[src/hdl/btsu_pkg.sv]
// Package of constants and types for the bit test and set unit.
package btsu_pkg;

  // ***************************************************************
  // Opcode bytes and fields.
  // ***************************************************************
  localparam logic [7:0] PFX_CB   = 8'hcb;
  localparam logic [7:0] PFX_DD   = 8'hdd;
  localparam logic [7:0] PFX_FD   = 8'hfd;
  localparam logic [1:0] GRP_TEST = 2'h1;
  localparam logic [1:0] GRP_SET  = 2'h3;
  localparam logic [2:0] CODE_MEM = 3'h6;
  localparam logic [2:0] CODE_H   = 3'h4;
  localparam logic [2:0] CODE_L   = 3'h5;

  // ***************************************************************
  // Flag positions.
  // ***************************************************************
  localparam int FLAG_Z = 6;
  localparam int FLAG_H = 4;
  localparam int FLAG_N = 1;
  localparam int FLAG_C = 0;

  // ***************************************************************
  // Timing.
  // ***************************************************************
  localparam int         CLK_MHZ    = 100;
  localparam int         TSTATE_NS  = 250;
  localparam int         TSTATE_CYC = (TSTATE_NS * CLK_MHZ + 999) / 1000;
  localparam logic [4:0] DIV_LAST   = 5'(TSTATE_CYC - 1);
  localparam logic [2:0] LEN_FETCH  = 3'h4;
  localparam logic [2:0] LEN_DISP   = 3'h3;
  localparam logic [2:0] LEN_OPRD   = 3'h5;
  localparam logic [2:0] LEN_MREAD  = 3'h4;
  localparam logic [2:0] LEN_MWRITE = 3'h3;

  // ***************************************************************
  // Register map, fields and reset values.
  // ***************************************************************
  localparam logic [7:0]  ADDR_CTRL   = 8'h00;
  localparam logic [7:0]  ADDR_STATUS = 8'h04;
  localparam logic [7:0]  ADDR_PC     = 8'h08;
  localparam logic [7:0]  ADDR_FLAGS  = 8'h0c;
  localparam logic [7:0]  ADDR_IDX_X  = 8'h10;
  localparam logic [7:0]  ADDR_IDX_Y  = 8'h14;
  localparam logic [7:0]  ADDR_TIMING = 8'h18;
  localparam logic [7:0]  ADDR_BANK   = 8'h20;
  localparam int          CTRL_START  = 0;
  localparam int          ST_BUSY     = 0;
  localparam int          ST_DONE     = 1;
  localparam int          ST_ERR      = 2;
  localparam logic [15:0] PC_RST      = 16'h0000;
  localparam logic [7:0]  FLAGS_RST   = 8'h00;
  localparam logic [15:0] IDX_RST     = 16'h0000;
  localparam logic [7:0]  BANK_RST    = 8'h00;

  typedef enum logic [2:0] {PH_IDLE, PH_FETCH, PH_DISP, PH_OPRD, PH_MREAD, PH_MWRITE} btsu_phase_t;
  typedef enum logic [1:0] {IX_NONE, IX_X, IX_Y} btsu_idx_t;

endpackage : btsu_pkg

[src/hdl/btsu_bank_if.sv]
// Interface between the engine and its byte register bank.
`timescale 1ns/1ps
interface btsu_bank_if;
  logic [2:0]  core_code;
  logic [7:0]  core_data;
  logic [2:0]  bus_code;
  logic [7:0]  bus_data;
  logic        wr_en;
  logic [2:0]  wr_code;
  logic [7:0]  wr_data;
  logic [15:0] pair;

  modport bank (input core_code, bus_code, wr_en, wr_code, wr_data, output core_data, bus_data, pair);
  modport user (output core_code, bus_code, wr_en, wr_code, wr_data, input core_data, bus_data, pair);
endinterface : btsu_bank_if

[src/hdl/btsu_reg_bank.sv]
// Bank of seven byte registers addressed by the register field.
`timescale 1ns/1ps
module btsu_reg_bank (
  input  wire logic i_clock,
  input  wire logic i_rst,
  btsu_bank_if.bank bif
);

  typedef struct packed {
    logic [7:0][7:0] ent;
  } btsu_bank_state_t;

  btsu_bank_state_t st_r;
  btsu_bank_state_t st_nxt;

  // ***************************************************************
  // Write port; code 110 holds no register and stays zero.
  // ***************************************************************
  always_comb
  begin
    st_nxt = st_r;
    if (bif.wr_en && bif.wr_code != btsu_pkg::CODE_MEM) // RULE2
    begin
      st_nxt.ent[bif.wr_code] = bif.wr_data;
    end
  end

  always_ff @(posedge i_clock or posedge i_rst)
  begin
    if (i_rst)
    begin
      st_r <= '{ent: {8{btsu_pkg::BANK_RST}}};
    end
    else
    begin
      st_r <= st_nxt;
    end
  end

  assign bif.core_data = st_r.ent[bif.core_code];
  assign bif.bus_data  = st_r.ent[bif.bus_code];
  assign bif.pair      = {st_r.ent[btsu_pkg::CODE_H], st_r.ent[btsu_pkg::CODE_L]};

endmodule : btsu_reg_bank

[src/hdl/btsu_top.sv]
// Bit test and bit set instruction engine with an APB register port.
`timescale 1ns/1ps
// Functional notes
// RULE1: Prefix, then 01, bit, register decodes test.
// RULE2: Register codes 000-101, 111; 110 means memory.
// RULE3: Bit field 000-111 selects bits 0 to 7.
// RULE4: Test: zero flag inverted bit, H set, N clear.
// RULE5: A test never writes its operand.
// RULE6: Prefix, 01 bit 110 tests pointer pair byte.
// RULE7: Test at first index plus signed displacement.
// RULE8: Test at second index plus signed displacement.
// RULE9: Register set forces bit, keeps all flags.
// RULE10: Pointer pair set reads, sets, writes back.
// RULE11: First index set reads, sets, writes back.
// RULE12: First index set: 6 M, 23 T.
// RULE13: Second index set uses second index address.
// RULE14: Register forms 8 T; indexed test 20 T.
// RULE15: Memory set forms end 11, bit, 110.
module btsu_top (
  input  wire logic        i_clock,
  input  wire logic        i_rst,
  input  wire logic        i_psel,
  input  wire logic        i_penable,
  input  wire logic        i_pwrite,
  input  wire logic [7:0]  i_paddr,
  input  wire logic [31:0] i_pwdata,
  output logic      [31:0] o_prdata,
  output logic             o_pready,
  output logic             o_pslverr,
  output logic             o_mem_req,
  output logic             o_mem_we,
  output logic             o_mem_fetch,
  output logic      [15:0] o_mem_addr,
  output logic      [7:0]  o_mem_wdata,
  input  wire logic        i_mem_ack,
  input  wire logic [7:0]  i_mem_rdata
);

  typedef struct packed {
    btsu_pkg::btsu_phase_t phase;
    btsu_pkg::btsu_idx_t   idx;
    logic                  got_cb;
    logic [7:0]            opcode;
    logic [7:0]            disp;
    logic [7:0]            data;
    logic [15:0]           pc;
    logic [7:0]            flags;
    logic [15:0]           ix;
    logic [15:0]           iy;
    logic [4:0]            div;
    logic [2:0]            tcnt;
    logic                  acc_done;
    logic [2:0]            mcnt;
    logic [4:0]            ttot;
    logic [2:0]            last_m;
    logic [4:0]            last_t;
    logic                  done;
    logic                  err;
    logic                  mem_req;
    logic                  mem_we;
    logic [15:0]           mem_addr;
    logic [7:0]            mem_wdata;
    logic [31:0]           prdata;
    logic                  pslverr;
  } btsu_state_t;

  btsu_state_t st_r;
  btsu_state_t st_nxt;
  logic [2:0]  len;
  logic        busy;
  logic        tick;
  logic        m_end;
  logic        grp_ok;
  logic        sel_bit;
  logic        core_wr;
  logic        wr_bus;
  logic        fin;
  logic        fail;
  logic [7:0]  b;
  logic [7:0]  dec;
  logic [7:0]  operand;
  logic [7:0]  mask;
  logic [15:0] sext;
  logic [15:0] ea;

  btsu_bank_if bif ();

  btsu_reg_bank u_bank (
    .i_clock (i_clock),
    .i_rst   (i_rst),
    .bif     (bif.bank)
  );

  // ***************************************************************
  // Machine cycle length and start of a machine cycle.
  // ***************************************************************
  function automatic logic [2:0] m_len(input btsu_pkg::btsu_phase_t ph);
    logic [2:0] n;
    n = btsu_pkg::LEN_FETCH;
    unique case (ph)
      btsu_pkg::PH_IDLE:   n = btsu_pkg::LEN_FETCH;
      btsu_pkg::PH_FETCH:  n = btsu_pkg::LEN_FETCH;
      btsu_pkg::PH_DISP:   n = btsu_pkg::LEN_DISP;
      btsu_pkg::PH_OPRD:   n = btsu_pkg::LEN_OPRD;
      btsu_pkg::PH_MREAD:  n = btsu_pkg::LEN_MREAD;
      btsu_pkg::PH_MWRITE: n = btsu_pkg::LEN_MWRITE;
    endcase
    return n;
  endfunction : m_len

  function automatic btsu_state_t begin_m(input btsu_state_t s, input btsu_pkg::btsu_phase_t ph,
                                          input logic [15:0] a);
    btsu_state_t t;
    t          = s;
    t.phase    = ph;
    t.div      = 5'h00;
    t.tcnt     = 3'h0;
    t.acc_done = 1'h0;
    t.mem_req  = 1'h1;
    t.mem_we   = (ph == btsu_pkg::PH_MWRITE);
    t.mem_addr = a;
    return t;
  endfunction : begin_m

  // ***************************************************************
  // Decode helpers.
  // ***************************************************************
  assign busy    = st_r.phase != btsu_pkg::PH_IDLE;
  assign tick    = st_r.div == btsu_pkg::DIV_LAST;
  assign len     = m_len(st_r.phase);
  assign m_end   = busy && tick && st_r.tcnt == len - 3'h1 && st_r.acc_done;
  assign b       = st_r.data;
  assign dec     = (st_r.phase == btsu_pkg::PH_FETCH) ? b : st_r.opcode;
  assign grp_ok  = dec[7:6] == btsu_pkg::GRP_TEST || dec[7:6] == btsu_pkg::GRP_SET; // RULE1
  assign operand = (st_r.phase == btsu_pkg::PH_MREAD) ? b : bif.core_data;
  assign sel_bit = operand[dec[5:3]]; // RULE3
  assign mask    = 8'h01 << dec[5:3]; // RULE3
  assign sext    = {{8{st_r.disp[7]}}, st_r.disp};
  assign ea      = ((st_r.idx == btsu_pkg::IX_X) ? st_r.ix : st_r.iy) + sext; // RULE7 RULE8 RULE11 RULE13

  assign core_wr = m_end && st_r.phase == btsu_pkg::PH_FETCH && st_r.got_cb
                   && dec[7:6] == btsu_pkg::GRP_SET && dec[2:0] != btsu_pkg::CODE_MEM; // RULE9 RULE5
  assign wr_bus  = i_psel && i_penable && i_pwrite && !busy && !st_r.pslverr
                   && i_paddr[7:5] == btsu_pkg::ADDR_BANK[7:5];

  assign bif.core_code = dec[2:0];
  assign bif.bus_code  = i_paddr[4:2];
  assign bif.wr_en     = core_wr || wr_bus;
  assign bif.wr_code   = core_wr ? dec[2:0] : i_paddr[4:2];
  assign bif.wr_data   = core_wr ? (bif.core_data | mask) : i_pwdata[7:0]; // RULE9

  // ***************************************************************
  // Bus slave and instruction sequencer.
  // ***************************************************************
  always_comb
  begin
    st_nxt = st_r;
    fin    = 1'h0;
    fail   = 1'h0;
    if (i_psel && !i_penable)
    begin
      st_nxt.pslverr = 1'h0;
      st_nxt.prdata  = 32'h0000_0000;
      case (i_paddr)
        btsu_pkg::ADDR_CTRL:   st_nxt.prdata[btsu_pkg::ST_BUSY] = busy;
        btsu_pkg::ADDR_STATUS:
        begin
          st_nxt.prdata[btsu_pkg::ST_BUSY] = busy;
          st_nxt.prdata[btsu_pkg::ST_DONE] = st_r.done;
          st_nxt.prdata[btsu_pkg::ST_ERR]  = st_r.err;
        end
        btsu_pkg::ADDR_PC:     st_nxt.prdata[15:0] = st_r.pc;
        btsu_pkg::ADDR_FLAGS:  st_nxt.prdata[7:0] = st_r.flags;
        btsu_pkg::ADDR_IDX_X:  st_nxt.prdata[15:0] = st_r.ix;
        btsu_pkg::ADDR_IDX_Y:  st_nxt.prdata[15:0] = st_r.iy;
        btsu_pkg::ADDR_TIMING: st_nxt.prdata[7:0] = {st_r.last_t, st_r.last_m};
        default:
        begin
          if (i_paddr[7:5] == btsu_pkg::ADDR_BANK[7:5] && i_paddr[1:0] == 2'h0)
          begin
            st_nxt.prdata[7:0] = bif.bus_data;
          end
          else
          begin
            st_nxt.pslverr = 1'h1;
          end
        end
      endcase
    end
    if (i_psel && i_penable && i_pwrite && !st_r.pslverr)
    begin
      if (i_paddr == btsu_pkg::ADDR_STATUS)
      begin
        if (i_pwdata[btsu_pkg::ST_DONE])
        begin
          st_nxt.done = 1'h0;
        end
        if (i_pwdata[btsu_pkg::ST_ERR])
        begin
          st_nxt.err = 1'h0;
        end
      end
      if (!busy)
      begin
        case (i_paddr)
          btsu_pkg::ADDR_CTRL:
          begin
            if (i_pwdata[btsu_pkg::CTRL_START])
            begin
              st_nxt.idx    = btsu_pkg::IX_NONE;
              st_nxt.got_cb = 1'h0;
              st_nxt.mcnt   = 3'h0;
              st_nxt.ttot   = 5'h00;
              st_nxt        = begin_m(st_nxt, btsu_pkg::PH_FETCH, st_r.pc);
            end
          end
          btsu_pkg::ADDR_PC:    st_nxt.pc = i_pwdata[15:0];
          btsu_pkg::ADDR_FLAGS: st_nxt.flags = i_pwdata[7:0];
          btsu_pkg::ADDR_IDX_X: st_nxt.ix = i_pwdata[15:0];
          btsu_pkg::ADDR_IDX_Y: st_nxt.iy = i_pwdata[15:0];
          default:              st_nxt.pc = st_r.pc;
        endcase
      end
    end
    if (busy)
    begin
      st_nxt.div = tick ? 5'h00 : st_r.div + 5'h01;
      if (tick && st_r.tcnt != len - 3'h1)
      begin
        st_nxt.tcnt = st_r.tcnt + 3'h1;
      end
      if (st_r.mem_req && i_mem_ack)
      begin
        st_nxt.mem_req  = 1'h0;
        st_nxt.acc_done = 1'h1;
        if (!st_r.mem_we)
        begin
          st_nxt.data = i_mem_rdata;
        end
      end
      if (m_end)
      begin
        st_nxt.mcnt = st_r.mcnt + 3'h1;
        st_nxt.ttot = st_r.ttot + {2'h0, len}; // RULE12 RULE14
        unique case (st_r.phase)
          btsu_pkg::PH_IDLE: fail = 1'h1;
          btsu_pkg::PH_FETCH:
          begin
            st_nxt.pc = st_r.pc + 16'h0001;
            if (!st_r.got_cb)
            begin
              if (b == btsu_pkg::PFX_CB) // RULE1
              begin
                st_nxt.got_cb = 1'h1;
                st_nxt = begin_m(st_nxt, (st_r.idx == btsu_pkg::IX_NONE) ? btsu_pkg::PH_FETCH
                                                                         : btsu_pkg::PH_DISP, st_nxt.pc);
              end
              else if (st_r.idx == btsu_pkg::IX_NONE && b == btsu_pkg::PFX_DD) // RULE7
              begin
                st_nxt.idx = btsu_pkg::IX_X;
                st_nxt     = begin_m(st_nxt, btsu_pkg::PH_FETCH, st_nxt.pc);
              end
              else if (st_r.idx == btsu_pkg::IX_NONE && b == btsu_pkg::PFX_FD) // RULE8
              begin
                st_nxt.idx = btsu_pkg::IX_Y;
                st_nxt     = begin_m(st_nxt, btsu_pkg::PH_FETCH, st_nxt.pc);
              end
              else
              begin
                fail = 1'h1;
              end
            end
            else
            begin
              st_nxt.opcode = b;
              if (!grp_ok)
              begin
                fail = 1'h1;
              end
              else if (b[2:0] != btsu_pkg::CODE_MEM) // RULE2
              begin
                if (b[7:6] == btsu_pkg::GRP_TEST) // RULE4
                begin
                  st_nxt.flags[btsu_pkg::FLAG_Z] = !sel_bit;
                  st_nxt.flags[btsu_pkg::FLAG_H] = 1'h1;
                  st_nxt.flags[btsu_pkg::FLAG_N] = 1'h0;
                end
                fin = 1'h1;
              end
              else
              begin
                st_nxt = begin_m(st_nxt, btsu_pkg::PH_MREAD, bif.pair); // RULE6 RULE10
              end
            end
          end
          btsu_pkg::PH_DISP:
          begin
            st_nxt.disp = b;
            st_nxt.pc   = st_r.pc + 16'h0001;
            st_nxt      = begin_m(st_nxt, btsu_pkg::PH_OPRD, st_nxt.pc);
          end
          btsu_pkg::PH_OPRD:
          begin
            st_nxt.opcode = b;
            st_nxt.pc     = st_r.pc + 16'h0001;
            if (grp_ok && b[2:0] == btsu_pkg::CODE_MEM) // RULE15
            begin
              st_nxt = begin_m(st_nxt, btsu_pkg::PH_MREAD, ea); // RULE7 RULE8 RULE11 RULE13
            end
            else
            begin
              fail = 1'h1;
            end
          end
          btsu_pkg::PH_MREAD:
          begin
            if (st_r.opcode[7:6] == btsu_pkg::GRP_TEST) // RULE4 RULE5
            begin
              st_nxt.flags[btsu_pkg::FLAG_Z] = !sel_bit;
              st_nxt.flags[btsu_pkg::FLAG_H] = 1'h1;
              st_nxt.flags[btsu_pkg::FLAG_N] = 1'h0;
              fin = 1'h1;
            end
            else
            begin
              st_nxt.mem_wdata = b | mask; // RULE10 RULE11
              st_nxt           = begin_m(st_nxt, btsu_pkg::PH_MWRITE, st_r.mem_addr);
            end
          end
          btsu_pkg::PH_MWRITE: fin = 1'h1;
        endcase
        if (fin || fail)
        begin
          st_nxt.phase   = btsu_pkg::PH_IDLE;
          st_nxt.mem_req = 1'h0;
          st_nxt.last_m  = st_nxt.mcnt;
          st_nxt.last_t  = st_nxt.ttot;
          st_nxt.done    = st_nxt.done | fin;
          st_nxt.err     = st_nxt.err | fail;
        end
      end
    end
  end

  always_ff @(posedge i_clock or posedge i_rst)
  begin
    if (i_rst)
    begin
      st_r       <= '0;
      st_r.pc    <= btsu_pkg::PC_RST;
      st_r.flags <= btsu_pkg::FLAGS_RST;
      st_r.ix    <= btsu_pkg::IDX_RST;
      st_r.iy    <= btsu_pkg::IDX_RST;
    end
    else
    begin
      st_r <= st_nxt;
    end
  end

  assign o_prdata    = st_r.prdata;
  assign o_pready    = i_psel && i_penable;
  assign o_pslverr   = i_psel && i_penable && st_r.pslverr;
  assign o_mem_req   = st_r.mem_req;
  assign o_mem_we    = st_r.mem_we;
  assign o_mem_fetch = st_r.mem_req && st_r.phase != btsu_pkg::PH_MREAD && st_r.phase != btsu_pkg::PH_MWRITE;
  assign o_mem_addr  = st_r.mem_addr;
  assign o_mem_wdata = st_r.mem_wdata;

  logic is_fetch_op;
  logic is_read_end;
  assign is_fetch_op = m_end && st_r.phase == btsu_pkg::PH_FETCH && st_r.got_cb;
  assign is_read_end = m_end && st_r.phase == btsu_pkg::PH_MREAD;
endmodule : btsu_top

[config.mk]
export PLATFORM = sky130hd
export DESIGN_NAME = btsu_top
export DESIGN_NICKNAME = d
export VERILOG_FILES = /design/src/hdl/btsu_pkg.sv /design/src/hdl/btsu_bank_if.sv /design/src/hdl/btsu_reg_bank.sv /design/src/hdl/btsu_top.sv
export SDC_FILE = /design/constraint.sdc
export NUM_CORES = 1
export LEC_CHECK = 0
export ABC_AREA = 1
export BUFFER_PORTS_ARGS = -buffer_cell sky130_fd_sc_hd__buf_2
export CAP_MARGIN = 20
export CORE_UTILIZATION = 30
export DETAILED_ROUTE_END_ITERATION = 7
export MAX_ROUTING_LAYER = met4
export PLACE_DENSITY = 0.59
export RECOVER_POWER = 50
export REMOVE_ABC_BUFFERS = 1
export SLEW_MARGIN = 0
export SYNTH_ARGS = -nofsm -noshare
export SYNTH_HDL_FRONTEND = slang
export SYNTH_SLANG_ARGS = --single-unit
[constraint.sdc]
create_clock -name i_clock -period 6.5 [get_ports i_clock]
set_input_delay 0.325 -clock i_clock [delete_from_list [all_inputs] [get_ports i_clock]]
set_output_delay 0.325 -clock i_clock [all_outputs]
set_load 0.01 [all_outputs]
* Yosys cells after proc, flatten, opt, wreduce, memory -nomap -nowiden *
Index checks and enable logic that the tools add are counted.

cells by class
  add/subtract/negate cells = 7
  order comparisons = 5
  eq/ne operators = 31
  shift operators = 1
  multiplexer cells = 84
  bitwise logic cells = 4
  reductions and logical operators = 45

operators with widths
  kind                                                         number
  two-way mux 172 bit                                          13
  case mux 172 bit (4 select lines)                            1
  two-way mux 86 bit                                           3
  case mux 16 bit (2 select lines)                             3
  two-way mux 47 bit                                           2
  two-way mux 8 bit                                            9
  bitwise mux 64 bit                                           1
  binary-select mux 8 bit (select 3 bit)                       2
  two-way mux 33 bit                                           1
  two-way mux 1 bit                                            30
  two-way mux 30 bit                                           1
  case mux 5 bit (6 select lines)                              1
  logical AND 1 bit                                            25
  demux 8 bit (select 3 bit)                                   1
  == test 8 x 5 -> 1 bit (second input constant)               3
  == test 8 bit (second input constant)                        3
  case mux 8 bit (3 select lines)                              1
  adder 16 x 1 -> 16 bit (second input constant)               1
  adder 16 bit                                                 1
  == test 8 x 4 -> 1 bit (second input constant)               2
  less-than comparator 3 x 4 -> 1 bit (second input constant)  4
  two-way mux 16 bit                                           1
  OR 8 bit                                                     2
  case mux 8 bit (2 select lines)                              1
  39 further kinds                                             65

word-level totals
  bits in registers = 236
  output and inout bits = 61

* Depth between registers and ports, before layout *
Gate-level depths: netlist (run 1).

  word-level depth = 22
  mapped depth = 19
  depth with buffers taken out = 17

* Modules after synthesis *
From an unflattened synthesis (run 1), not the netlist that was laid out.

second synthesis, totals
  cells, all modules = 2123
  area total of the unflattened synthesis = 14552.7 um^2

by module, submodules not included
  module         times used  cells an instance  area an instance (um^2)
  btsu_top       1           1527               10667.7
  btsu_reg_bank  1           596                3885.0

* Worst setup path before layout (run 1) *
Ideal clock, no wire load.

  kind = reg-to-reg
  start point = reg st_r[171] in the netlist's numbering
  end point = reg u_bank.st_r[8] in the netlist's numbering
  arrival = 2.665 ns
  setup slack = 3.706 ns
  stages on the path, launching flop included = 17
  path buffers = 1
  clock period less this slack = 2.794 ns
  cell sequence = dfrtp_1 > inv_2 > nand2_1 > nor2_1 > nor2_1 > ha_1 > xnor2_1 > nand3_1 > nor2_4 > nand2_1 > nor3_1 > o31ai_1 > a21oi_2 > nand2_2 > buf_2 > nand2_1 > o21ai_1

on the way
  longest elaborated chain between the ends = 17

ends and longest elaborated chain
  what                                                                                                                     line                                               text
  start: declaration                                                                                                       btsu_top.sv:67                                     btsu_state_t st_r;
  start signal: assignment                                                                                                 btsu_top.sv:357                                    st_r <= st_nxt;
  == test 3 x 1 -> 1 bit (tied with other cells)                                                                           btsu_top.sv:100, btsu_top.sv:133, btsu_top.sv:141
  OR reduction 3 bit (no line) or OR reduction 2 bit (tied branches)                                                       n/a
  case mux 3 bit (3 select lines)                                                                                          btsu_top.sv:100                                    unique case (ph)
  subtractor 3 x 1 -> 3 bit                                                                                                btsu_top.sv:131                                    assign m_end = busy && tick && st_r.tcnt == len - 3'h1 && st_r.acc_done;
  == test 3 bit                                                                                                            btsu_top.sv:131
  logical AND 1 bit (2 in series)                                                                                          btsu_top.sv:131
  logical AND 1 bit (2 in series)                                                                                          n/a
  logical AND 1 bit (2 in series)                                                                                          btsu_top.sv:142                                    && dec[7:6] == btsu_pkg::GRP_SET && dec[2:0] != btsu_pkg::CODE_MEM;
  two-way mux 3 bit                                                                                                        btsu_top.sv:149                                    assign bif.wr_code = core_wr ? dec[2:0] : i_paddr[4:2];
  less-than comparator 3 x 4 -> 1 bit (implied by the code) or greater-or-equal comparator 3 x 1 -> 1 bit (tied branches)  btsu_reg_bank.sv:24                                st_nxt.ent[bif.wr_code] = bif.wr_data;
  logical AND 1 bit (implied by the code)                                                                                  btsu_reg_bank.sv:24
  two-way mux 8 bit (implied by the code)                                                                                  btsu_reg_bank.sv:24
  demux 8 bit (select 3 bit)                                                                                               n/a
  bitwise mux 64 bit                                                                                                       btsu_reg_bank.sv:24
  end signal: assignment                                                                                                   btsu_reg_bank.sv:32                                st_r <= '{ent: {8{btsu_pkg::BANK_RST}}};
  end signal: assignment                                                                                                   btsu_reg_bank.sv:36                                st_r <= st_nxt;
  end: declaration                                                                                                         btsu_reg_bank.sv:13                                btsu_bank_state_t st_r;

Parallel ways exist; a longest one is shown, timed or not. The select of a mux whose other input is x is not followed.
A chain may end at the register's enable or synchronous reset.

* Final worst setup path (run 1) *
  start point = reg st_r[171] in the netlist's numbering
  end point = reg st_r, in the netlist o_mem_addr[7]

on the way
  longest elaborated chain between the ends = 12

ends and longest elaborated chain
  what                               line             text
  nonzero test 3 bit                 btsu_top.sv:128  assign busy = st_r.phase != btsu_pkg::PH_IDLE;
  two-way mux 172 bit                btsu_top.sv:203  if (!busy)
  two-way mux 172 bit                btsu_top.sv:190  if (i_psel && i_penable && i_pwrite && !st_r.pslverr)
  two-way mux 172 bit                btsu_top.sv:263  else if (st_r.idx == btsu_pkg::IX_NONE && b == btsu_pkg::PFX_FD)
  two-way mux 172 bit                btsu_top.sv:258  else if (st_r.idx == btsu_pkg::IX_NONE && b == btsu_pkg::PFX_DD)
  two-way mux 172 bit                btsu_top.sv:252  if (b == btsu_pkg::PFX_CB)
  two-way mux 172 bit                btsu_top.sv:250  if (!st_r.got_cb)
  case mux 172 bit (4 select lines)  btsu_top.sv:245  unique case (st_r.phase)
  two-way mux 172 bit                btsu_top.sv:241  if (m_end)
  two-way mux 172 bit                btsu_top.sv:225  if (busy)
  two-way mux 172 bit                btsu_top.sv:241
  two-way mux 172 bit                btsu_top.sv:225

Parallel ways exist; a longest one is shown, timed or not. The select of a mux whose other input is x is not followed.

==> results.toml, run 1 <==
[outcome]
status = "finished, violations left"
violations = "max-capacitance violations, max-slew violations"

[worst_setup_path]
cpMaxStageDelayCell = "nand4_1"
cp-end-kind = "flip-flop"
start_kind = "flip-flop"
crit_path_end = "o_mem_addr[7]$_DFFE_PP0P_"
critPathKind = "flip-flop to flip-flop"
regToRegSetupSlack_ns = 2.28
rr_endpoint = "o_mem_addr[7]$_DFFE_PP0P_"
cp_max_fo = 18
path_cells = "inv_2 > nand2_1 > nor2_1 > nor2_1 > ha_1 > xnor2_1 > nand3_1 > nor2_4 > nand2_1 > inv_1 > nand4_1 > nand2_1 > nand2_1 > nand2_1 > nand3_1"
cp-startpoint = "st_r[171]$_DFF_PP0_"
cpMostUsedCell = "nand2_1"
reg2reg_from = "st_r[171]$_DFF_PP0_"
critPathRequiredTime_ns = 6.93
cp.arrival_ns = 4.66
cp_slowest_stage_delay_ns = 0.57
reg2regPathDepth = 15

[global_routing]
antenna_found_initial = 1
overflow = 0
grt_max_degree = 115
grt_usage_pct = 21.9
grt_pass1_vias = 12400
grt_pass1_wl_um = 76000

[clocking]
insertion_delay_ns = 0.57
cts-root-buf = "clkbuf_16"
cts_buffer_depth = 3
cts_tree = "yes"
cts_resized = 0
path_clk_slew_ns = 0.06
cts_made_buffers = 28
clkSinkCount = 220
htree_levels = 1

[floorplan]
die_h_um = 215
start_util_pct = 30.6
core_um2 = 44600
dieArea_um2 = 46400
pin_count = 115
rows = 77
die_x_um = 215

[timing]
fin_tns_setup_ns = 0
fmax_mhz = 237
final.period_utilization_pct = 64.9
report.final.slew_viol_count = 110
fin_worst_skew_ns = 0.0274
slew-limit-headroom_pct = -111
holdWs_ns = 0.0149
hold_viol = 0
setup_viol = 0
rsz0062_at_grt = "false"
post-route-min-period_ns = 4.22
tightest_slew_ns = 3.17

[synth]
syn_area_per_cell_um2 = 7.31
yosys-top-cells-count = "nand2_1, dfrtp_1, inv_1"
netlist.area_leader.share_pct = 40.3
synth_cells = 1871
postSynth.asyncResetShare_pct = 100
ys_seq_elements = 220
synth.largest_area_cell = "dfrtp_1"
yosysUniqueCellTypes = 59
ys_seq_area_share_pct = 40.3
synth_flop_cell = "dfrtp_1"
yosys_warnings = 0
synth_area_leaders = "dfrtp_1, nand2_1, o21ai_0"
synth-edff-count = 0
yosysMostFrequentCell = "nand2_1"
netlist_area_um2 = 13700

[pwr]
peakVddDrop_uv = 181
power-per-cell-area_nw_per_um2 = 223
leakagePower_nw = 7.37

[placed_design]
hpwlAfterDp_um = 37600
dp.cells = 2448
portBuffers = 82
routabilityCongestion = 0.992

[detailed_routing]
routed_wl_um = 49700
vias_per_cell = 5.16
postRouteAntennaNets = 0
via_count = 12900
drtIter0Drc = 1411
drt-pass1-iter-count = 5
wl_per_cell_um = 19.8
route.detailed.drc = 0

[final_layout]
nets = 1972
layout.cells.non_filler = 2506
area_delta_synth_final_pct = 11.9
drive_gt1_share_pct = 7.85

[flow_run]
cap_viol_max_count = 2

[hold_path]
min_path_type = "input pin to flip-flop"
[routing by layer]
metal | wire length (um) | part of all wire [%] | GRT usage (%) | vias to the layer above
met2 | 22900 | 46 | 34.2 | 481
met4 | 1300 | 2.6 | 5.79 | 0
met1 | 22000 | 44 | 29.3 | 6200
met5 | 0 | 0 | - | -
li1 | - | - | - | 6175
met3 | 3490 | 7.0 | 3.62 | 71
[registers in the layout (all words and copies together) (netlist names)]
register,count
st_r,98
u_bank.st_r,48
o_mem_addr,16
o_prdata,16
u_bank.bif.pair,16
b,8
o_mem_wdata,8
sext,8
o_mem_req,1
o_mem_we,1
[worst min path at each step]
stage,startpoint,cells past startpoint,to
detailed placement,u_bank.st_r[50]$_DFFE_PP0P_,0,u_bank.st_r[50]$_DFFE_PP0P_
floorplan,u_bank.st_r[48]$_DFFE_PP0P_,0,u_bank.st_r[48]$_DFFE_PP0P_
finish,i_mem_rdata[7],3,b[7]$_DFFE_PP0P_
CTS,i_mem_rdata[7],3,b[7]$_DFFE_PP0P_
global route,i_mem_rdata[7],3,b[7]$_DFFE_PP0P_
global placement,u_bank.st_r[50]$_DFFE_PP0P_,0,u_bank.st_r[50]$_DFFE_PP0P_
[stage by stage]
stage / worst slack [ns] / instance area, um2 / total power [mW] / utilization [%]
2_1_floorplan: 0.154 / 13000 / 1.58 / -
3_3_place_gp: 2.38 / 14300 / 1.67 / 31.9
3_5_place_dp: 2.31 / 14300 / 1.68 / 31.9
4_1_cts: 2.28 / 15300 / 3.44 / 34.3
5_1_grt: 1.61 / 15300 / 3.52 / 34.3
6_report: 2.28 / 15300 / 3.42 / 34.3
[cell type report]
class                   count  area (um2)
multi-input cells        1311        6630
clock inverters            17         287
flip-flops and latches    220        5510
fillers                  4793       29300
inverters                 232         878
diodes                      2        5.00
clock buffers              35         757
repair buffers             97         500
well taps                 592         741
[power breakdown]
group	internal [mW]	leakage, nW	switching [mW]
Combinational	0.0632	4.13	0.163
Clock	1.11	0.502	0.656
Sequential	1.40	2.74	0.0278
Total	2.57	7.37	0.847
[timing repair]
action | CTS | global route
endpoints found under the setup margin | 0 | 0
setup buffers | 0 | 0
hold endpoints to repair | 70 | 0
hold buffers | 1 | 0
[cell usage in the layout (no fill, tap or decap), drive strengths merged, types with 4 or more instances in the layout]
master / n
a211oi: 6
o31ai: 5
clkbuf: 84
o21ai: 245
xnor2: 10
a221oi: 13
nor3: 32
a21oi: 94
bufinv: 7
dfrtp: 220
a31oi: 8
ha: 26
o211ai: 20
buf: 47
inv: 230
xor2: 16
nand3: 145
nand2: 463
and2: 4
or2: 7
nand3b: 8
clkinv: 9
a22o: 4
nand4: 12
conb: 16
o22ai: 14
a22oi: 13
nor2: 120
[critical path: cells and delay by family (launching register included)]
kind                     cells  cell delay (ns)
XOR/XNOR                     1             0.15
adder cells (fa/ha/maj)      1             0.34
buffers and inverters        2             0.26
flip-flops                   1             0.42
AND/OR/NAND/NOR             11             2.88
[kinds of logic after synthesis]
family                   after synthesis  synth area share (%)
AO/OA/AOI/OAI                        443                  18.7
other                                  1                0.0274
flip-flops                           220                  40.3
AND/OR/NAND/NOR                      795                  24.8
adder cells (fa/ha/maj)               28                  2.67
XOR/XNOR                              26                  1.67
buffers and inverters                355                  11.6
multiplexers                           3                 0.247
Power figures use the tool's default switching activity.
==> run 2, diff against run 1 <==
--- a/config.mk
+++ b/config.mk
@@ -11,7 +11,7 @@
 export CORE_UTILIZATION = 30
 export DETAILED_ROUTE_END_ITERATION = 7
 export MAX_ROUTING_LAYER = met4
-export PLACE_DENSITY = 0.59
+export PLACE_DENSITY = 0.58
 export RECOVER_POWER = 50
 export REMOVE_ABC_BUFFERS = 1
 export SLEW_MARGIN = 0
==> constraint.sdc (replaced) <==
create_clock -name i_clock -period 4.3 [get_ports i_clock]
set_input_delay 0.215 -clock i_clock [delete_from_list [all_inputs] [get_ports i_clock]]
set_output_delay 0.215 -clock i_clock [all_outputs]
set_load 0.01 [all_outputs]
==> run 2 against run 1 <==
Effect of this change: the run still ends with max-capacitance violations, max-slew violations left; critical path depth up 3; sequential power grew 51%; wire length decreased by 0.58%; global-route usage down 0.23 points; clock power rose by 40%; non-clock buffer count is 26 higher; power grew 46%; combinational power grew 55%; die area stayed put; first-iteration DRC count fell by 3.7%; sequential share of layout area shrank 0.31 points; via count up 0.92%; largest cell class unchanged; largest power group unchanged; highest routed layer unchanged.
==> results.toml, run 2 (same netlist as run 1, synthesis figures left out) <==
[outcome]
status = "finished, violations left"
violations = "max-capacitance violations, max-slew violations"

[worst_setup_path]
cp_slowest_stage_delay_ns = 0.46
crit_buf_inv = 4
cp_max_fo = 16
regToRegSetupSlack_ns = 0.38
critPathRequiredTime_ns = 4.73
cp.arrival_ns = 4.35
crit_family = "simple AND/OR/NAND/NOR gates"
path_cells = "inv_2 > nand2_1 > nor2_1 > nor2_1 > ha_1 > xnor2_1 > nand3_1 > nor2_4 > buf_12 > nand3_4 > inv_2 > nand2_1 > nand2_1 > nand2_2 > inv_2 > nand2_2 > nand2_1 > o21ai_1"
cpMaxStageDelayCell = "nor2_1"
start_kind = "flip-flop"
reg2reg_from = "st_r[171]$_DFF_PP0_"
rr_endpoint = "u_bank.st_r[17]$_DFFE_PP0P_"
cpMostUsedCell = "nand2_1"
critPathKind = "flip-flop to flip-flop"
reg2regPathDepth = 18
cp-end-kind = "flip-flop"

[global_routing]
grt_usage_pct = 21.7
grt_pass1_wl_um = 75300
grt_pass1_vias = 12500
overflow = 0
antenna_found_initial = 1
grt_max_degree = 137

[pwr]
clock_power_share_pct = 49.6
switchingPower_mw = 1.27
peakVddDrop_uv = 275
power_frac_comb_pct = 7.1
power-per-cell-area_nw_per_um2 = 323
internal-power_mw = 3.71
leakagePower_nw = 7.44
swShare_pct = 25.5
seq_power_share_pct = 43.4
power_mw = 4.98

[final_layout]
mostFrequentLayoutCell = "nand2_1"
multi_input_area_um2 = 6630
top_regs = "st_r (98), u_bank.st_r (48)"
largest-register = "st_r"
nFillCells = 4829
drive_gt1_share_pct = 8.31
num_antenna_cells = 0
layout.cells.non_filler = 2530
area_delta_synth_final_pct = 12.9
largest_reg_flops = 98
layout_common_cells = "nand2_1, dfrtp_1, inv_1"
nets = 1998
seq_area_um2 = 5510

[placed_design]
portBuffers = 82
hpwlAfterDp_um = 37700
routabilityCongestion = 0.951
dp.cells = 2460

[clocking]
cts_made_buffers = 28
insertion_delay_ns = 0.58
cts_tree = "yes"
post_cts_buffers = 0
cts_buffer_depth = 3
cts_resized = 0
clkSinkCount = 220
cts-root-buf = "clkbuf_16"
htree_levels = 1
path_clk_slew_ns = 0.06

[detailed_routing]
postRouteAntennaNets = 0
vias_per_cell = 5.16
route.detailed.drc = 0
drtIter0Drc = 1359
via_count = 13000
routed_wl_um = 49400
wl_per_cell_um = 19.5
drt-pass1-iter-count = 6

[floorplan]
core_um2 = 44600
start_util_pct = 30.6
pin_count = 115
die_h_um = 215
rows = 77
dieArea_um2 = 46400
die_x_um = 215

[timing]
hold_viol = 0
rsz0062_at_grt = "false"
setup_viol = 0
holdWs_ns = 0.0436
post-route-min-period_ns = 3.92
slew-limit-headroom_pct = -102
fmax_mhz = 255
final.period_utilization_pct = 91.2
fin_worst_skew_ns = 0.0305
fin_tns_setup_ns = 0
tightest_slew_ns = 3.02
report.final.slew_viol_count = 137

[flow_run]
cap_viol_max_count = 1

[hold_path]
min_path_type = "input pin to flip-flop"
min_from = "i_pwdata[0]"
whs_path_depth = 3
hold_path_end = "st_r[126]$_DFF_PP0_"
==> run 2: worst reg2reg max path, cell delays in order, from the launching register on <==
cell and delay (ns):
dfrtp_1 0.42, inv_2 0.13, nand2_1 0.10, nor2_1 0.46, nor2_1 0.26, ha_1 0.35, xnor2_1 0.16, nand3_1 0.16
nor2_4 0.27, buf_12 0.18, nand3_4 0.16, inv_2 0.28, nand2_1 0.13, nand2_1 0.14, nand2_2 0.10, inv_2 0.08
nand2_2 0.20, nand2_1 0.12, o21ai_1 0.08
==> run 2: what timing repair did <==
item                       CTS  global route
setup endpoints to repair    0             0
hold endpoints to repair   159             0
hold buffers                18             0
==> run 2: through the flow <==
| step | utilization, % | worst slack (ns) | cell area (um2) |
|---|---|---|---|
| 2_1_floorplan | - | -1.94 | 13000 |
| 3_3_place_gp | 32.2 | 0.572 | 14400 |
| 3_5_place_dp | 32.2 | 0.485 | 14400 |
| 4_1_cts | 34.8 | 0.447 | 15500 |
| 5_1_grt | 34.6 | 0.0381 | 15400 |
| 6_report | 34.6 | 0.378 | 15400 |
==> run 2: worst max path at each step <==
stage                              from  cells past startpoint  slack, ns                           to
floorplan                         i_rst                      1      -1.94             b[0]$_DFFE_PP0P_
global placement    st_r[171]$_DFF_PP0_                     18       0.57  u_bank.st_r[20]$_DFFE_PP0P_
detailed placement  st_r[171]$_DFF_PP0_                     18       0.49  u_bank.st_r[17]$_DFFE_PP0P_
CTS                 st_r[171]$_DFF_PP0_                     18       0.45  u_bank.st_r[17]$_DFFE_PP0P_
global route        st_r[171]$_DFF_PP0_                     18       0.04   u_bank.st_r[6]$_DFFE_PP0P_
finish              st_r[171]$_DFF_PP0_                     18       0.38  u_bank.st_r[17]$_DFFE_PP0P_
==> run 2: cell type report <==
cell class | instances | area share, %
Clock buffer | 40 | 5.22
Clock inverter | 12 | 1.03
Inverter | 232 | 5.67
Multi-Input combinational cell | 1311 | 43.0
Sequential cell | 220 | 35.7
Tap cell | 592 | 4.80
Timing Repair Buffer | 123 | 4.64
==> run 2: power groups by stage <==
stage	clock (mW)	sequential, mW	combinational, mW
final	2.47	2.16	0.351
after CTS	2.51	2.16	0.361
after detailed placement	0	2.19	0.346
after global placement	0	2.19	0.342
after global routing	2.58	2.16	0.391
after floorplan	0	2.19	0.202
==> run 2: metal layers <==
layer / track usage [%] / vias up / wire length, um
met5: - / - / 0
met4: 6.90 / 0 / 1680
met3: 2.69 / 89 / 3070
met2: 34.1 / 459 / 22500
met1: 29.0 / 6281 / 22200
li1: - / 6217 / -
==> run 3, diff against run 2 <==
--- a/config.mk
+++ b/config.mk
@@ -5,11 +5,11 @@
 export SDC_FILE = /design/constraint.sdc
 export NUM_CORES = 1
 export LEC_CHECK = 0
-export ABC_AREA = 1
 export BUFFER_PORTS_ARGS = -buffer_cell sky130_fd_sc_hd__buf_2
 export CAP_MARGIN = 20
 export CORE_UTILIZATION = 30
 export DETAILED_ROUTE_END_ITERATION = 7
+export GPL_TIMING_DRIVEN = 0
 export MAX_ROUTING_LAYER = met4
 export PLACE_DENSITY = 0.58
 export RECOVER_POWER = 50
==> run 3 against run 2 <==
Effect of this change: the run still ends with max-capacitance violations, max-slew violations left; flip-flop and latch count did not move; cell count down 20%; sequential power barely moved; non-clock buffer count fell by 9; power up 3.9%; clock-buffer cell count fell by 3; via count down 17%; combinational power increased by 110%; critical endpoint is now u_bank.bif.pair[5]$_DFFE_PP0P_; largest cell class unchanged.
==> results.toml, run 3 <==
[placed_design]
dp.cells = 1948
dp_slack_ns = -0.340
routabilityCongestion = 0.949
portBuffers = 82
hpwlAfterDp_um = 30400

[clocking]
cts_tree = "yes"
cts-root-buf = "clkbuf_16"
cts_buffer_depth = 3
clkSinkCount = 220
path_clk_slew_ns = 0.06
cts_made_buffers = 27
htree_levels = 1
insertion_delay_ns = 0.57

[pwr]
power_mw = 5.17
leakagePower_nw = 6.41
peakVddDrop_uv = 296
power-per-cell-area_nw_per_um2 = 348

[final_layout]
mostFrequentLayoutCell = "dfrtp_1"
largest_reg_flops = 98
drive_gt1_share_pct = 15.3
layout.cells.non_filler = 2018
area_delta_synth_final_pct = 12.2
layout_common_cells = "dfrtp_1, nand2_1, o21ai_0"
largest-register = "st_r"
nets = 1496
top_regs = "st_r (98), u_bank.st_r (48)"
utilization_pct = 34.3

[timing]
fin_worst_skew_ns = 0.0213
rsz0062_at_grt = "true"
post-route-min-period_ns = 4.05
fin_tns_setup_ns = 0
final.period_utilization_pct = 94.2
slew-limit-headroom_pct = -48.5
fmax_mhz = 247
tightest_slew_ns = 2.23
setup_viol = 0
worst_slack_ns = 0.250
report.final.slew_viol_count = 102
hold_viol = 0

[floorplan]
dieArea_um2 = 45000
die_h_um = 212
die_x_um = 212
rows = 76
core_um2 = 43400
start_util_pct = 30.6
pin_count = 115

[synth]
synth_area_leaders = "dfrtp_1, mux2_2, nand2_1"
yosys-top-cells-count = "dfrtp_1, nand2_1, o21ai_0"
postSynth.asyncResetShare_pct = 100
yosysUniqueCellTypes = 81
syn_area_per_cell_um2 = 9.45
yosysMostFrequentCell = "dfrtp_1"
ys_seq_elements = 220
netlist_area_um2 = 13200
synth-edff-count = 0
netlist.area_leader.share_pct = 41.6
ys_seq_area_share_pct = 41.6
yosys_warnings = 0
synth_flop_cell = "dfrtp_1"
synth.largest_area_cell = "dfrtp_1"
synth_cells = 1402

[detailed_routing]
postRouteAntennaNets = 0
via_count = 10800
wl_per_cell_um = 20.3
drt-pass1-iter-count = 6
drtIter0Drc = 1080
vias_per_cell = 5.34
route.detailed.drc = 0
routed_wl_um = 40900

[outcome]
violations = "max-capacitance violations, max-slew violations"
status = "finished, violations left"

[global_routing]
grt_usage_pct = 18.8
grt_pass1_vias = 10400
antenna_found_initial = 2
grt_pass1_wl_um = 63600
overflow = 0
grt_max_degree = 120

[worst_setup_path]
reg2reg_from = "st_r[169]$_DFF_PP0_"
cp.arrival_ns = 4.45
regToRegSetupSlack_ns = 0.25
start_kind = "flip-flop"
rr_endpoint = "u_bank.bif.pair[5]$_DFFE_PP0P_"
cp-end-kind = "flip-flop"
cp_slowest_stage_delay_ns = 0.78
critPathRequiredTime_ns = 4.70
reg2regPathDepth = 9
cp_max_fo = 16
cpMaxStageDelayCell = "mux2i_1"
path_cells = "or3b_1 > mux2i_1 > buf_4 > mux2i_1 > mux2i_1 > o21ai_0 > nand3b_1 > o21ai_0 > o21ai_0"
critPathKind = "flip-flop to flip-flop"

[flow_run]
cap_viol_max_count = 1

[hold_path]
min_path_type = "input pin to flip-flop"
hold_path_end = "st_r[126]$_DFF_PP0_"
min_from = "i_pwdata[0]"
whs_path_depth = 3
==> run 3: cell types whose count changed after synthesis, moves of 10 or more <==
cell      change
o21ai_0      -72
or3_1        +11
nand3_1      -94
nor2_1       -19
o21ai_1      -18
inv_2        -10
mux2_2       +73
a21oi_1      -19
nand2_1     -282
o21ai_2      -12
mux4_2       +22
clkbuf_1     +11
mux2i_1      +57
inv_1       -178
==> run 3: cells by family (layout without fill, tap and decap cells) <==
family,Yosys count,after routing,share of synthesized area (%)
flops,220,220,41.6
fa+ha+maj,28,28,2.76
simple gates,416,416,14.2
mux,160,160,15.1
compound gates,355,355,16.7
other cells,1,17,0.0283
xor+xnor,36,36,2.38
buf+inv,186,201,7.24
==> run 3: worst max-delay path, delay by kind of cell, from the launching register on <==
family,cells,cell delay (ns)
mux,3,1.08
compound gates,3,1.00
simple gates,2,0.90
flops,1,0.59
buf+inv,1,0.29
==> run 3: through the flow <==
stage,hold WS [ns],area (um2)
2_1_floorplan,0.332,12500
3_3_place_gp,0.380,13600
3_5_place_dp,0.387,13800
4_1_cts,0.0144,14900
5_1_grt,0.0349,14900
6_report,0.0352,14900
==> run 3: where the power goes <==
| part | internal (mW) | switching [mW] | total, mW |
|---|---|---|---|
| clock | 1.33 | 0.916 | 2.24 |
| sequential | 2.10 | 0.0880 | 2.19 |
| combinational | 0.257 | 0.482 | 0.739 |
==> run 3: metal layers <==
| layer | global-route usage (%) | share of wire [%] | routed length (um) |
|---|---|---|---|
| met3 | 2.50 | 5.5 | 2230 |
| met5 | - | 0 | 0 |
| met4 | 5.95 | 2.8 | 1130 |
| met1 | 24.9 | 45 | 18600 |
| met2 | 29.7 | 46 | 19000 |
==> run 3: layout make-up <==
cell class	instances	area [um2]
multi-input combinational	1011	6890
antenna	1	2.50
timing repair buffer	114	709
clock inverter	10	118
inverter	40	154
tap	585	732
fill	4487	28500
sequential	220	5510
clock buffer	37	743
==> run 3: worst max path at each step <==
stage | startpoint | endpoint
5_1_grt | st_r[171]$_DFF_PP0_ | u_bank.st_r[12]$_DFFE_PP0P_
6_report | st_r[169]$_DFF_PP0_ | u_bank.bif.pair[5]$_DFFE_PP0P_
4_1_cts | st_r[171]$_DFF_PP0_ | u_bank.st_r[56]$_DFFE_PP0P_
3_5_place_dp | st_r[170]$_DFF_PP0_ | u_bank.st_r[3]$_DFFE_PP0P_
3_3_place_gp | i_rst | st_r[113]$_DFFE_PP0P_
2_1_floorplan | i_rst | b[0]$_DFFE_PP0P_
==> run 3: timing repair <==
action | in CTS | in global routing
gates resized for setup | 5 | 4
endpoints found under the setup margin | 41 | 101
hold buffers | 19 | 0
pin swaps | 1 | 0
endpoints found under the hold margin | 133 | 0
setup buffers | 1 | 1
